===== config.mk =====
export PLATFORM = sky130hd
export DESIGN_NAME = spd_datapath
export DESIGN_NICKNAME = d
export VERILOG_FILES = /design/src/hw/spd_pkg.sv /design/src/hw/spd_fifo_mem.sv /design/src/hw/spd_datapath.sv
export SDC_FILE = /design/constraint.sdc
export NUM_CORES = 1
export LEC_CHECK = 0
export ABC_AREA = 1
export ABC_CLOCK_PERIOD_IN_PS = 9510
export BUFFER_PORTS_ARGS = -buffer_cell sky130_fd_sc_hd__buf_2
export CORE_ASPECT_RATIO = 1.4
export CORE_MARGIN = 8
export CORE_UTILIZATION = 40
export CTS_BUF_LIST = sky130_fd_sc_hd__clkbuf_8
export DETAILED_ROUTE_END_ITERATION = 10
export PLACE_DENSITY = 0.64
export SYNTH_ARGS = -nofsm -noshare
export SYNTH_HDL_FRONTEND = slang
export SYNTH_SLANG_ARGS = --single-unit

===== constraint.sdc =====
create_clock -name clk -period 9.51 [get_ports clk]
set_input_delay 0.951 -clock clk [delete_from_list [all_inputs] [get_ports clk]]
set_output_delay 0.951 -clock clk [all_outputs]
set_load 0.03 [all_outputs]

===== src/hw/spd_pkg.sv =====
// Constants, code tables and coding functions of the PCS datapath
package spd_pkg;

  // ************************************************************
  // Widths and counts
  // ************************************************************
  localparam int WORD_W = 10;
  localparam int ENTRY_W = 20;
  localparam int FIFO_AW = 3;
  localparam logic [3:0] FIFO_DEPTH = 4'h8;
  localparam logic [3:0] CTC_HIGH = 4'h6;
  localparam logic [3:0] PTR_ONE = 4'h1;
  localparam logic [3:0] CNT_ONE = 4'h1;
  localparam logic [3:0] LAST10 = 4'h9;
  localparam logic [3:0] LAST8 = 4'h7;
  localparam logic [9:0] WORD_ZERO = 10'h000;
  // Bits before the comma window holds only line data: sync stages plus ten
  localparam logic [3:0] RX_PRIME = 4'hC;

  // ************************************************************
  // Comma and special characters
  // ************************************************************
  localparam logic [6:0] COMMA_POS = 7'h1F;
  localparam logic [6:0] COMMA_NEG = 7'h60;
  localparam logic [7:0] SKIP_CHAR = 8'h1C;
  localparam logic [5:0] K28_6B = 6'h0F;
  localparam logic [4:0] K28_IDX = 5'h1C;
  localparam logic [4:0] D7_IDX = 5'h07;
  localparam logic [2:0] D3_IDX = 3'h3;
  localparam logic [2:0] ALT_IDX = 3'h7;
  localparam logic [3:0] ALT4 = 4'h7;
  localparam int BAL6 = 3;
  localparam int BAL4 = 2;
  localparam logic [31:0] ALT_NEG_MASK = 32'h00160000;
  localparam logic [31:0] ALT_POS_MASK = 32'h00006800;

  // Negative-disparity forms; positive forms of unbalanced codes, D.7 and D.x.3 are their complements
  localparam logic [5:0] TBL6 [32] = '{
    6'h27, 6'h1D, 6'h2D, 6'h31, 6'h35, 6'h29, 6'h19, 6'h38,
    6'h39, 6'h25, 6'h15, 6'h34, 6'h0D, 6'h2C, 6'h1C, 6'h17,
    6'h1B, 6'h23, 6'h13, 6'h32, 6'h0B, 6'h2A, 6'h1A, 6'h3A,
    6'h33, 6'h26, 6'h16, 6'h36, 6'h0E, 6'h2E, 6'h1E, 6'h2B};
  localparam logic [3:0] TBL4 [8] = '{
    4'hB, 4'h9, 4'h5, 4'hC, 4'hD, 4'hA, 4'h6, 4'hE};

  typedef enum logic {ALIGN_SEARCH, ALIGN_LOCKED} spd_align_e;

  // ************************************************************
  // 8b/10b encode: returns {running disparity out, abcdei fghj}
  // ************************************************************
  function automatic logic [10:0] spd_encode(input logic [7:0] d,
      input logic k, input logic rd);
    logic [5:0] c6;
    logic [3:0] c4;
    logic [9:0] code;
    logic r;
    logic k28;
    logic alt;
    k28 = k && (d[4:0] == K28_IDX);
    // K28 codes are built from negative disparity, then flipped if the running disparity is positive
    r = k28 ? 1'b0 : rd;
    c6 = k28 ? K28_6B : TBL6[d[4:0]];
    if (r && (($countones(c6) != BAL6) || (d[4:0] == D7_IDX) && !k28))
      c6 = ~c6;
    if ($countones(c6) != BAL6)
      r = ~r;
    alt = (d[7:5] == ALT_IDX) && (k28 || (!r && ALT_NEG_MASK[d[4:0]]) ||
          (r && ALT_POS_MASK[d[4:0]]));
    c4 = alt ? ALT4 : TBL4[d[7:5]];
    if (r && (($countones(c4) != BAL4) || (d[7:5] == D3_IDX)))
      c4 = ~c4;
    if ($countones(c4) != BAL4)
      r = ~r;
    code = {c6, c4};
    if (k28 && rd)
      code = ~code;
    return {k28 ? (r ^ rd) : r, code};
  endfunction : spd_encode

  // ************************************************************
  // 8b/10b decode: returns {code error, control flag, data}
  // ************************************************************
  function automatic logic [9:0] spd_decode(input logic [9:0] w);
    logic [5:0] c6;
    logic [3:0] c4;
    logic [4:0] d5;
    logic [2:0] d3;
    logic hit6;
    logic hit4;
    logic k28p;
    logic k28n;
    c6 = w[9:4];
    d5 = '0;
    d3 = '0;
    hit6 = 1'b0;
    hit4 = 1'b0;
    for (int i = 0; i < 32; i++) begin
      if (c6 == TBL6[i] || (c6 == ~TBL6[i] &&
          (($countones(TBL6[i]) != BAL6) || 5'(i) == D7_IDX))) begin
        d5 = 5'(i);
        hit6 = 1'b1;
      end
    end
    k28p = (c6 == K28_6B);
    k28n = (c6 == ~K28_6B);
    if (k28p || k28n) begin
      d5 = K28_IDX;
      hit6 = 1'b1;
    end
    // A control code from positive disparity is wholly complemented
    c4 = k28n ? ~w[3:0] : w[3:0];
    for (int j = 0; j < 8; j++) begin
      if (c4 == TBL4[j] || (c4 == ~TBL4[j] &&
          (($countones(TBL4[j]) != BAL4) || 3'(j) == D3_IDX))) begin
        d3 = 3'(j);
        hit4 = 1'b1;
      end
    end
    if (c4 == ALT4 || c4 == ~ALT4) begin
      d3 = ALT_IDX;
      hit4 = 1'b1;
    end
    return {!(hit6 && hit4), k28p || k28n, d3, d5};
  endfunction : spd_decode

endpackage : spd_pkg


===== src/hw/spd_fifo_mem.sv =====
// Storage of the down-sample FIFO with a registered read port
module spd_fifo_mem (
  input logic clk,
  input logic reset,
  input logic wrEn,
  input logic [spd_pkg::FIFO_AW-1:0] wrAddr,
  input logic [spd_pkg::ENTRY_W-1:0] wrData,
  input logic rdEn,
  input logic [spd_pkg::FIFO_AW-1:0] rdAddr,
  output logic [spd_pkg::ENTRY_W-1:0] rdData
);
  import spd_pkg::*;

  logic [ENTRY_W-1:0] mem [2**FIFO_AW];
  logic [ENTRY_W-1:0] next_rdData;

  // Array has no reset; only entries already written are ever read
  always_ff @(posedge clk) begin
    if (wrEn)
      mem[wrAddr] <= wrData;
  end

  // Read data holds until the next read
  always_comb begin
    next_rdData = rdEn ? mem[rdAddr] : rdData;
  end

  always_ff @(posedge clk) begin
    if (reset)
      rdData <= '0;
    else
      rdData <= next_rdData;
  end
endmodule : spd_fifo_mem


===== src/hw/spd_datapath.sv =====
// Serial PCS datapath: deserializer, aligner, coder, FIFO, serializer
//
// Functional notes
// - Receive order: polarity, alignment, decode, compensation
// - Down-sample FIFO after compensation feeds core
// - Transmit: encode, polarity, then serializer
// - Bypass passes raw 8 or 10-bit words
// - Half rate pairs two words per transfer
// - Incoming bits become parallel words
// - Parallel words are shifted out serially
// - Receive and transmit word timing offered
module spd_datapath (
  input logic clk,
  input logic reset,
  input logic rxSerialIn,
  input logic rxInvert,
  input logic txInvert,
  input logic bypassCoding,
  input logic width8,
  input logic halfRate,
  input logic coreRxReady,
  input logic [spd_pkg::ENTRY_W-1:0] coreTxData,
  input logic [1:0] coreTxK,
  output logic txSerialOut,
  output logic txDataReq,
  output logic txWordTick,
  output logic rxWordTick,
  output logic rxAligned,
  output logic [spd_pkg::ENTRY_W-1:0] coreRxData,
  output logic coreRxValid,
  output logic rxOverflow,
  output logic rxSkipDropped
);
  import spd_pkg::*;

  // Last bit index of a word in the current mode
  function automatic logic [3:0] wordLast(input logic byp,
      input logic w8);
    return (byp && w8) ? LAST8 : LAST10;
  endfunction : wordLast

  // ************************************************************
  // Receive: synchroniser, deserializer and aligner
  // ************************************************************
  logic syncA;
  logic syncB;
  logic [9:0] rxShift, next_rxShift, nShift;
  logic [3:0] rxCnt, next_rxCnt, rxLast, rxFill, next_rxFill;
  spd_align_e alignState, next_alignState;
  logic wide8, commaHit, wordDone, deliver, isSkip;
  logic [9:0] decWord, payload;
  logic next_rxWordTick, next_rxAligned;

  // Serial pin passes two flops before anything looks at it
  always_ff @(posedge clk) begin
    if (reset) begin
      syncA <= 1'b0;
      syncB <= 1'b0;
    end else begin
      syncA <= rxSerialIn;
      syncB <= syncA;
    end
  end

  // Bit assembly; the comma window is the newest ten bits
  always_comb begin
    wide8 = bypassCoding && width8;
    rxLast = wordLast(bypassCoding, width8);
    nShift = {rxShift[8:0], syncB ^ rxInvert};
    // Reset fill of the sync flops and window is not line data and can
    // mimic a comma, so the search waits until the window is primed
    next_rxFill = (rxFill == RX_PRIME) ? rxFill : rxFill + CNT_ONE;
    commaHit = !wide8 && (rxFill == RX_PRIME) &&
               (nShift[9:3] == COMMA_POS || nShift[9:3] == COMMA_NEG);
    next_rxShift = nShift;
    next_rxCnt = rxCnt + CNT_ONE;
    next_alignState = alignState;
    wordDone = 1'b0;
    case (alignState)
      ALIGN_SEARCH: begin
        if (commaHit) begin
          next_alignState = ALIGN_LOCKED;
          next_rxCnt = '0;
          wordDone = 1'b1;
        end else if (rxCnt >= rxLast) begin
          next_rxCnt = '0;
          wordDone = 1'b1;
        end
      end
      ALIGN_LOCKED: begin
        // Boundary stays fixed; later commas are not re-checked
        if (rxCnt >= rxLast) begin
          next_rxCnt = '0;
          wordDone = 1'b1;
        end
      end
      default: begin
        next_alignState = ALIGN_SEARCH;
      end
    endcase
    // Unaligned 10-bit words would be garbage, so they are withheld
    deliver = wordDone && (wide8 || next_alignState == ALIGN_LOCKED);
    decWord = spd_decode(nShift);
    if (bypassCoding)
      payload = wide8 ? {2'h0, nShift[7:0]} : nShift;
    else
      payload = decWord;
    isSkip = !bypassCoding && (decWord == {2'b01, SKIP_CHAR});
    next_rxWordTick = wordDone;
    next_rxAligned = (next_alignState == ALIGN_LOCKED);
  end

  always_ff @(posedge clk) begin
    if (reset) begin
      rxShift <= '0;
      rxFill <= '0;
      rxCnt <= '0;
      alignState <= ALIGN_SEARCH;
      rxAligned <= 1'b0;
      rxWordTick <= 1'b0;
    end else begin
      rxShift <= next_rxShift;
      rxCnt <= next_rxCnt;
      alignState <= next_alignState;
      rxFill <= next_rxFill;
      rxAligned <= next_rxAligned;
      rxWordTick <= next_rxWordTick;
    end
  end

  // ************************************************************
  // Receive: clock tolerance compensation and down-sample FIFO
  // ************************************************************
  logic pairHalf, next_pairHalf;
  logic [9:0] lowHold, next_lowHold;
  logic [3:0] wrPtr, rdPtr, next_wrPtr, next_rdPtr, fill;
  logic wrReq, doWrite, rdEn, dropSkip, full;
  logic [ENTRY_W-1:0] wrData;
  logic next_coreRxValid, next_rxOverflow, next_rxSkipDropped;

  // Skips are dropped only when the core falls behind
  always_comb begin
    fill = wrPtr - rdPtr;
    full = (fill == FIFO_DEPTH);
    dropSkip = deliver && isSkip && (fill >= CTC_HIGH);
    next_pairHalf = halfRate ? pairHalf : 1'b0;
    next_lowHold = lowHold;
    wrReq = 1'b0;
    wrData = {WORD_ZERO, payload};
    if (deliver && !dropSkip) begin
      if (halfRate && !pairHalf) begin
        next_lowHold = payload;
        next_pairHalf = 1'b1;
      end else begin
        wrReq = 1'b1;
        wrData = halfRate ? {payload, lowHold} : {WORD_ZERO, payload};
        next_pairHalf = 1'b0;
      end
    end
    doWrite = wrReq && !full;
    rdEn = (fill != '0) && coreRxReady;
    next_wrPtr = doWrite ? wrPtr + PTR_ONE : wrPtr;
    next_rdPtr = rdEn ? rdPtr + PTR_ONE : rdPtr;
    next_coreRxValid = rdEn;
    next_rxOverflow = wrReq && full;
    next_rxSkipDropped = dropSkip;
  end

  always_ff @(posedge clk) begin
    if (reset) begin
      pairHalf <= 1'b0;
      lowHold <= '0;
      wrPtr <= '0;
      rdPtr <= '0;
      coreRxValid <= 1'b0;
      rxOverflow <= 1'b0;
      rxSkipDropped <= 1'b0;
    end else begin
      pairHalf <= next_pairHalf;
      lowHold <= next_lowHold;
      wrPtr <= next_wrPtr;
      rdPtr <= next_rdPtr;
      coreRxValid <= next_coreRxValid;
      rxOverflow <= next_rxOverflow;
      rxSkipDropped <= next_rxSkipDropped;
    end
  end

  // Read data is a register inside the memory
  spd_fifo_mem fifoMem (
    .clk(clk),
    .reset(reset),
    .wrEn(doWrite),
    .wrAddr(wrPtr[FIFO_AW-1:0]),
    .wrData(wrData),
    .rdEn(rdEn),
    .rdAddr(rdPtr[FIFO_AW-1:0]),
    .rdData(coreRxData)
  );

  // ************************************************************
  // Transmit: encoder, polarity and serializer
  // ************************************************************
  logic [9:0] txShift, next_txShift, txHiHold, next_txHiHold, srcWord;
  logic [3:0] txCnt, next_txCnt, txLast;
  logic txRd, next_txRd, txSecond, next_txSecond;
  logic txHiK, next_txHiK, srcK, load;
  logic [10:0] enc;
  logic next_txDataReq, next_txWordTick;

  // Word is loaded on the last bit slot; MSB leaves first
  always_comb begin
    txLast = wordLast(bypassCoding, width8);
    load = (txCnt >= txLast);
    next_txCnt = load ? '0 : txCnt + CNT_ONE;
    srcWord = txSecond ? txHiHold : coreTxData[9:0];
    srcK = txSecond ? txHiK : coreTxK[0];
    enc = spd_encode(srcWord[7:0], srcK, txRd);
    next_txShift = {txShift[8:0], 1'b0};
    next_txRd = txRd;
    next_txSecond = txSecond;
    next_txHiHold = txHiHold;
    next_txHiK = txHiK;
    if (load) begin
      if (bypassCoding && width8)
        next_txShift = {srcWord[7:0] ^ {8{txInvert}}, 2'h0};
      else if (bypassCoding)
        next_txShift = srcWord ^ {10{txInvert}};
      else begin
        next_txShift = enc[9:0] ^ {10{txInvert}};
        next_txRd = enc[10];
      end
      if (halfRate && !txSecond) begin
        next_txHiHold = coreTxData[19:10];
        next_txHiK = coreTxK[1];
        next_txSecond = 1'b1;
      end else begin
        next_txSecond = 1'b0;
      end
    end
    // Request marks the cycle in which core data is sampled
    next_txDataReq = (next_txCnt >= txLast) && !next_txSecond;
    next_txWordTick = load;
  end

  always_ff @(posedge clk) begin
    if (reset) begin
      txShift <= '0;
      txCnt <= '0;
      txRd <= 1'b0;
      txSecond <= 1'b0;
      txHiHold <= '0;
      txHiK <= 1'b0;
      txDataReq <= 1'b0;
      txWordTick <= 1'b0;
    end else begin
      txShift <= next_txShift;
      txCnt <= next_txCnt;
      txRd <= next_txRd;
      txSecond <= next_txSecond;
      txHiHold <= next_txHiHold;
      txHiK <= next_txHiK;
      txDataReq <= next_txDataReq;
      txWordTick <= next_txWordTick;
    end
  end

  assign txSerialOut = txShift[9];
endmodule : spd_datapath


==> Implementation_results.wiki <==
{| class="wikitable"
! Metric !! Value
|-
| Status || complete, no violations
|-
| Buf+Inv Stages, Crit Path || 13
|-
| Area growth syn-to-layout || 13.11%
|-
| Critical path type || flip-flop to flip-flop
|-
| Worst VDD drop || 0.1014 mV
|-
| Post-synth EDFFs || between 150 and 200
|-
| CTS tree || built
|-
| Worst Min Path Start || syncA$_SDFF_PP0_
|-
| Top FF cell, synth || edfxtp_1
|-
| Post-synthesis cell type with the largest combined area || edfxtp_1
|-
| Post-detailed-route wirelength per cell || 16.35 um
|-
| Mapped Cells || about 1400
|-
| Cell at the root of the clock tree || clkbuf_8
|-
| Overall overflow remaining after global route || 0
|-
| Fraction of layout instances using a drive strength above 1 || between 10% and 20%
|-
| Number of remaining DRC errors || 0
|-
| Required time of the critical path || 9940 ps
|-
| Source of the critical timing path || txSecond$_SDFF_PP0_
|-
| Post-detailed-routing wire length || 31.36 mm
|-
| Final setup viols || 0
|-
| Skew-Pair Late Insertion Delay || ~550 ps
|-
| Number of buffers added by the clock tree synthesis step || 41
|-
| Share of total power consumed by net switching || 31.51%
|-
| Placeable core area || roughly 30000 um2
|-
| Top area cells in the synthesized netlist || edfxtp_1 39%, dfxtp_1 15%, nand2_1 7.7%
|-
| Worst r2r src || txSecond$_SDFF_PP0_
|-
| Worst hold slack || 426.1 ps
|-
| Starting DRC count in detailed routing || 606
|-
| Area share of and/or/nand/nor cells after synthesis || 21.25%
|-
| Mapped Avg Cell Area || 8.805 um2
|-
| Biggest cell delay along the critical path || ~530 ps
|-
| H-tree depth reported by CTS || 2
|-
| Count of distinct cell types in the synthesized netlist || 51
|-
| Yosys top cell area share || 38.51%
|-
| Initial Util || 40.62%
|-
| Largest family of logic cells by synthesized area || simple AND/OR/NAND/NOR gates
|-
| Maximum number of buffers from clock root to sink || 3
|-
| Total power density per cell area || 200.8 nW/um2
|-
| Vias per inst || 5.206
|-
| Row Count || 76
|-
| Largest delay contributor family on the critical path || adder cells
|-
| Post-layout minimum cycle time || 8923 ps
|-
| Worst-margin pin slew || 1107 ps
|-
| Flop and latch count out of synthesis || 252
|-
| Maximum capacitance violations || 0
|-
| Total I/O pin count || 59
|-
| Residual antenna-violating net count after detailed routing || 0
|-
| Global-route total usage across every layer || around 17%
|-
| Crit path DAT || 9350 ps
|-
| CP dominant cell by count || inv_1
|-
| Die boundary height || 225.0 um
|-
| Total number of vias || 9986
|-
| Post-DP HPWL || 21.42 mm
|-
| Number of antenna violations at the first check in global routing || 0
|-
| # clock sinks || about 250
|-
| Clock-pin slew on the worst setup and hold paths || 60 ps
|-
| Max stage delay cell, worst path || fa_1
|-
| Static Leakage || 5.863 nW
|-
| First-pass iteration count of the detailed router || 5
|-
| Relative contribution of the clock network to total power || 31.9%
|-
| Clk_skew || approximately 19 ps
|-
| CTS Hold Buffers Added || 0
|-
| Comb power frac || between 20% and 30%
|-
| Final Max Slew Viols || 0
|-
| Mux cell area share after synthesis || 0%
|-
| Number of nets produced by synthesis || between 1000 and 1500
|-
| Post-Synthesis Cell Area || 12480 um2
|-
| Type of the worst min-delay path || flip-flop to flip-flop
|-
| Fraction of synthesis flops using an asynchronous set or reset pin || 0%
|-
| Synth top cells by count || 256 x nand2_1, 186 x nor2_1, 160 x edfxtp_1, 143 x inv_1, 129 x o21ai_0
|-
| Maximum net fanout on the critical path || 9
|-
| Relative slew margins || 26.14%
|-
| Number of global-route vias before repair || 9701
|-
| Fmax achieved || 0.1121 GHz
|-
| IO Port Bufs || 58
|-
| Internal power summed over all cells || around 1.9 mW
|-
| Count leader, synth || nand2_1
|-
| Share of the clock period used by the worst path || 93.83%
|-
| Fraction of power consumed by sequential logic || approximately 43%
|-
| Sequential share of the synthesized area || a little over half
|-
| First-pass GRT wire length || 49.91 mm
|-
| Switching component of the power || 0.8928 mW
|-
| Xor-xnor portion of the synthesized cell area || 1.755%
|-
| Final #Nets || 1569
|-
| Count of endpoints failing hold in the final timing report || 0
|-
| Die Width || around 170 um
|-
| Syn. warnings || 0
|-
| Area enclosed by the die boundary || ~37000 um2
|-
| CP startpoint kind || flip-flop
|-
| Fraction of the mapped netlist area in compound gates || 12.28%
|-
| Pin count of the biggest net entering global routing || 60
|-
| Share of synthesized cell area in full adder, half adder and majority cells || 4.733%
|-
| Overall power consumption || 2.833 mW
|-
| Register-to-Register Setup Slack || approximately 590 ps
|-
| Worst setup EP type || flip-flop
|-
| Routability Congestion || 0.9198
|}
-- worst paths after layout --
kind | to | cells past startpoint
setup reg to reg | txRd$_SDFFE_PP0P_ | 54
setup / recovery | txRd$_SDFFE_PP0P_ | 54
hold reg to reg | syncB$_SDFF_PP0_ | 2
hold / removal | syncB$_SDFF_PP0_ | 2
-- worst reg2reg max path, delay by kind of cell (launching register included) --
kind | cells | cell delay, ps
fa+ha+maj | 15 | 4970
simple gates | 20 | 1970
buf+inv | 13 | 760
compound gates | 5 | 560
flops | 1 | 420
xor+xnor | 1 | 90
-- metrics by stage --
step	instance area, um2	utilization, %	setup TNS [ps]	cells	setup WS (ps)
after detailed placement	13290	43.25	-255.4	1841	-255.4
after global routing	14110	45.94	-7.972	1917	-7.972
after floorplan	12480	-	0	1417	80.26
after global placement	13290	43.25	0	1841	61.89
after CTS	14070	45.81	0	1916	56.60
final	14110	45.95	0	1918	586.7
-- cell type report --
class,instances,area (um2)
inverter,155,588.1
multi-input combinational,952,5045
tap,390,488.0
timing repair buffer,93,553.0
sequential,252,6651
antenna,1,2.502
clock inverter,32,192.7
clock buffer,43,591.8
fill,2979,16600
-- logic make-up (layout without fill, tap and decap cells) --
family / count (synthesis) / count (layout)
other: 0 / 1
AND/OR/NAND/NOR: 610 / 610
flip-flops: 252 / 252
AO/OA/AOI/OAI: 274 / 274
adder cells (fa/ha/maj): 43 / 43
XOR/XNOR: 25 / 25
buffers and inverters: 213 / 323
-- registers in the layout (all words and copies together) (netlist names), 4 cells and up --
| register | cells |
|---|---|
| wrPtr | 4 |
| lowHold | 10 |
| rxFill | 4 |
| txCnt | 4 |
| fifoMem.mem | 160 |
| fifoMem.rdData | 20 |
| rxCnt | 4 |
| rdPtr | 4 |
| txShift | 10 |
| rxShift | 9 |
| txHiHold | 10 |
-- cell usage in the layout (no fill, tap or decap), types with 23 or more instances in the layout --
cell type  synthesis  routed
a21oi_1           74      74
nor2_1           186     178
clkbuf_8           0      43
ha_1              36      36
inv_1            143     161
nand3_1          104     103
o221ai_1          23      23
dfxtp_1           92      90
nand2_1          256     252
buf_4              3      35
edfxtp_1         160     160
buf_2              4      58
o21ai_0          129     129
-- power by group through the flow --
stage / combinational (mW) / clock (mW) / sequential, mW
2_1_floorplan: 0.447 / 0 / 1.27
3_3_place_gp: 0.646 / 0 / 1.23
3_5_place_dp: 0.670 / 0 / 1.23
4_1_cts: 0.673 / 0.929 / 1.21
5_1_grt: 0.813 / 0.970 / 1.21
6_report: 0.721 / 0.903 / 1.21
-- metal layers --
layer,routed length [um],part of all wire (%),track usage (%)
met5,0,0,0
met4,1014,3.2,6.818
met3,1549,4.9,2.925
met2,16060,51,30.26
met1,12740,41,19.29
-- timing repair --
| action | in CTS | in global routing |
|---|---|---|
| setup buffers | 0 | 1 |
| resized for setup | 0 | 11 |
| endpoints found under the setup margin | 0 | 1 |
No activity file was read; power rests on OpenSTA's default activity.
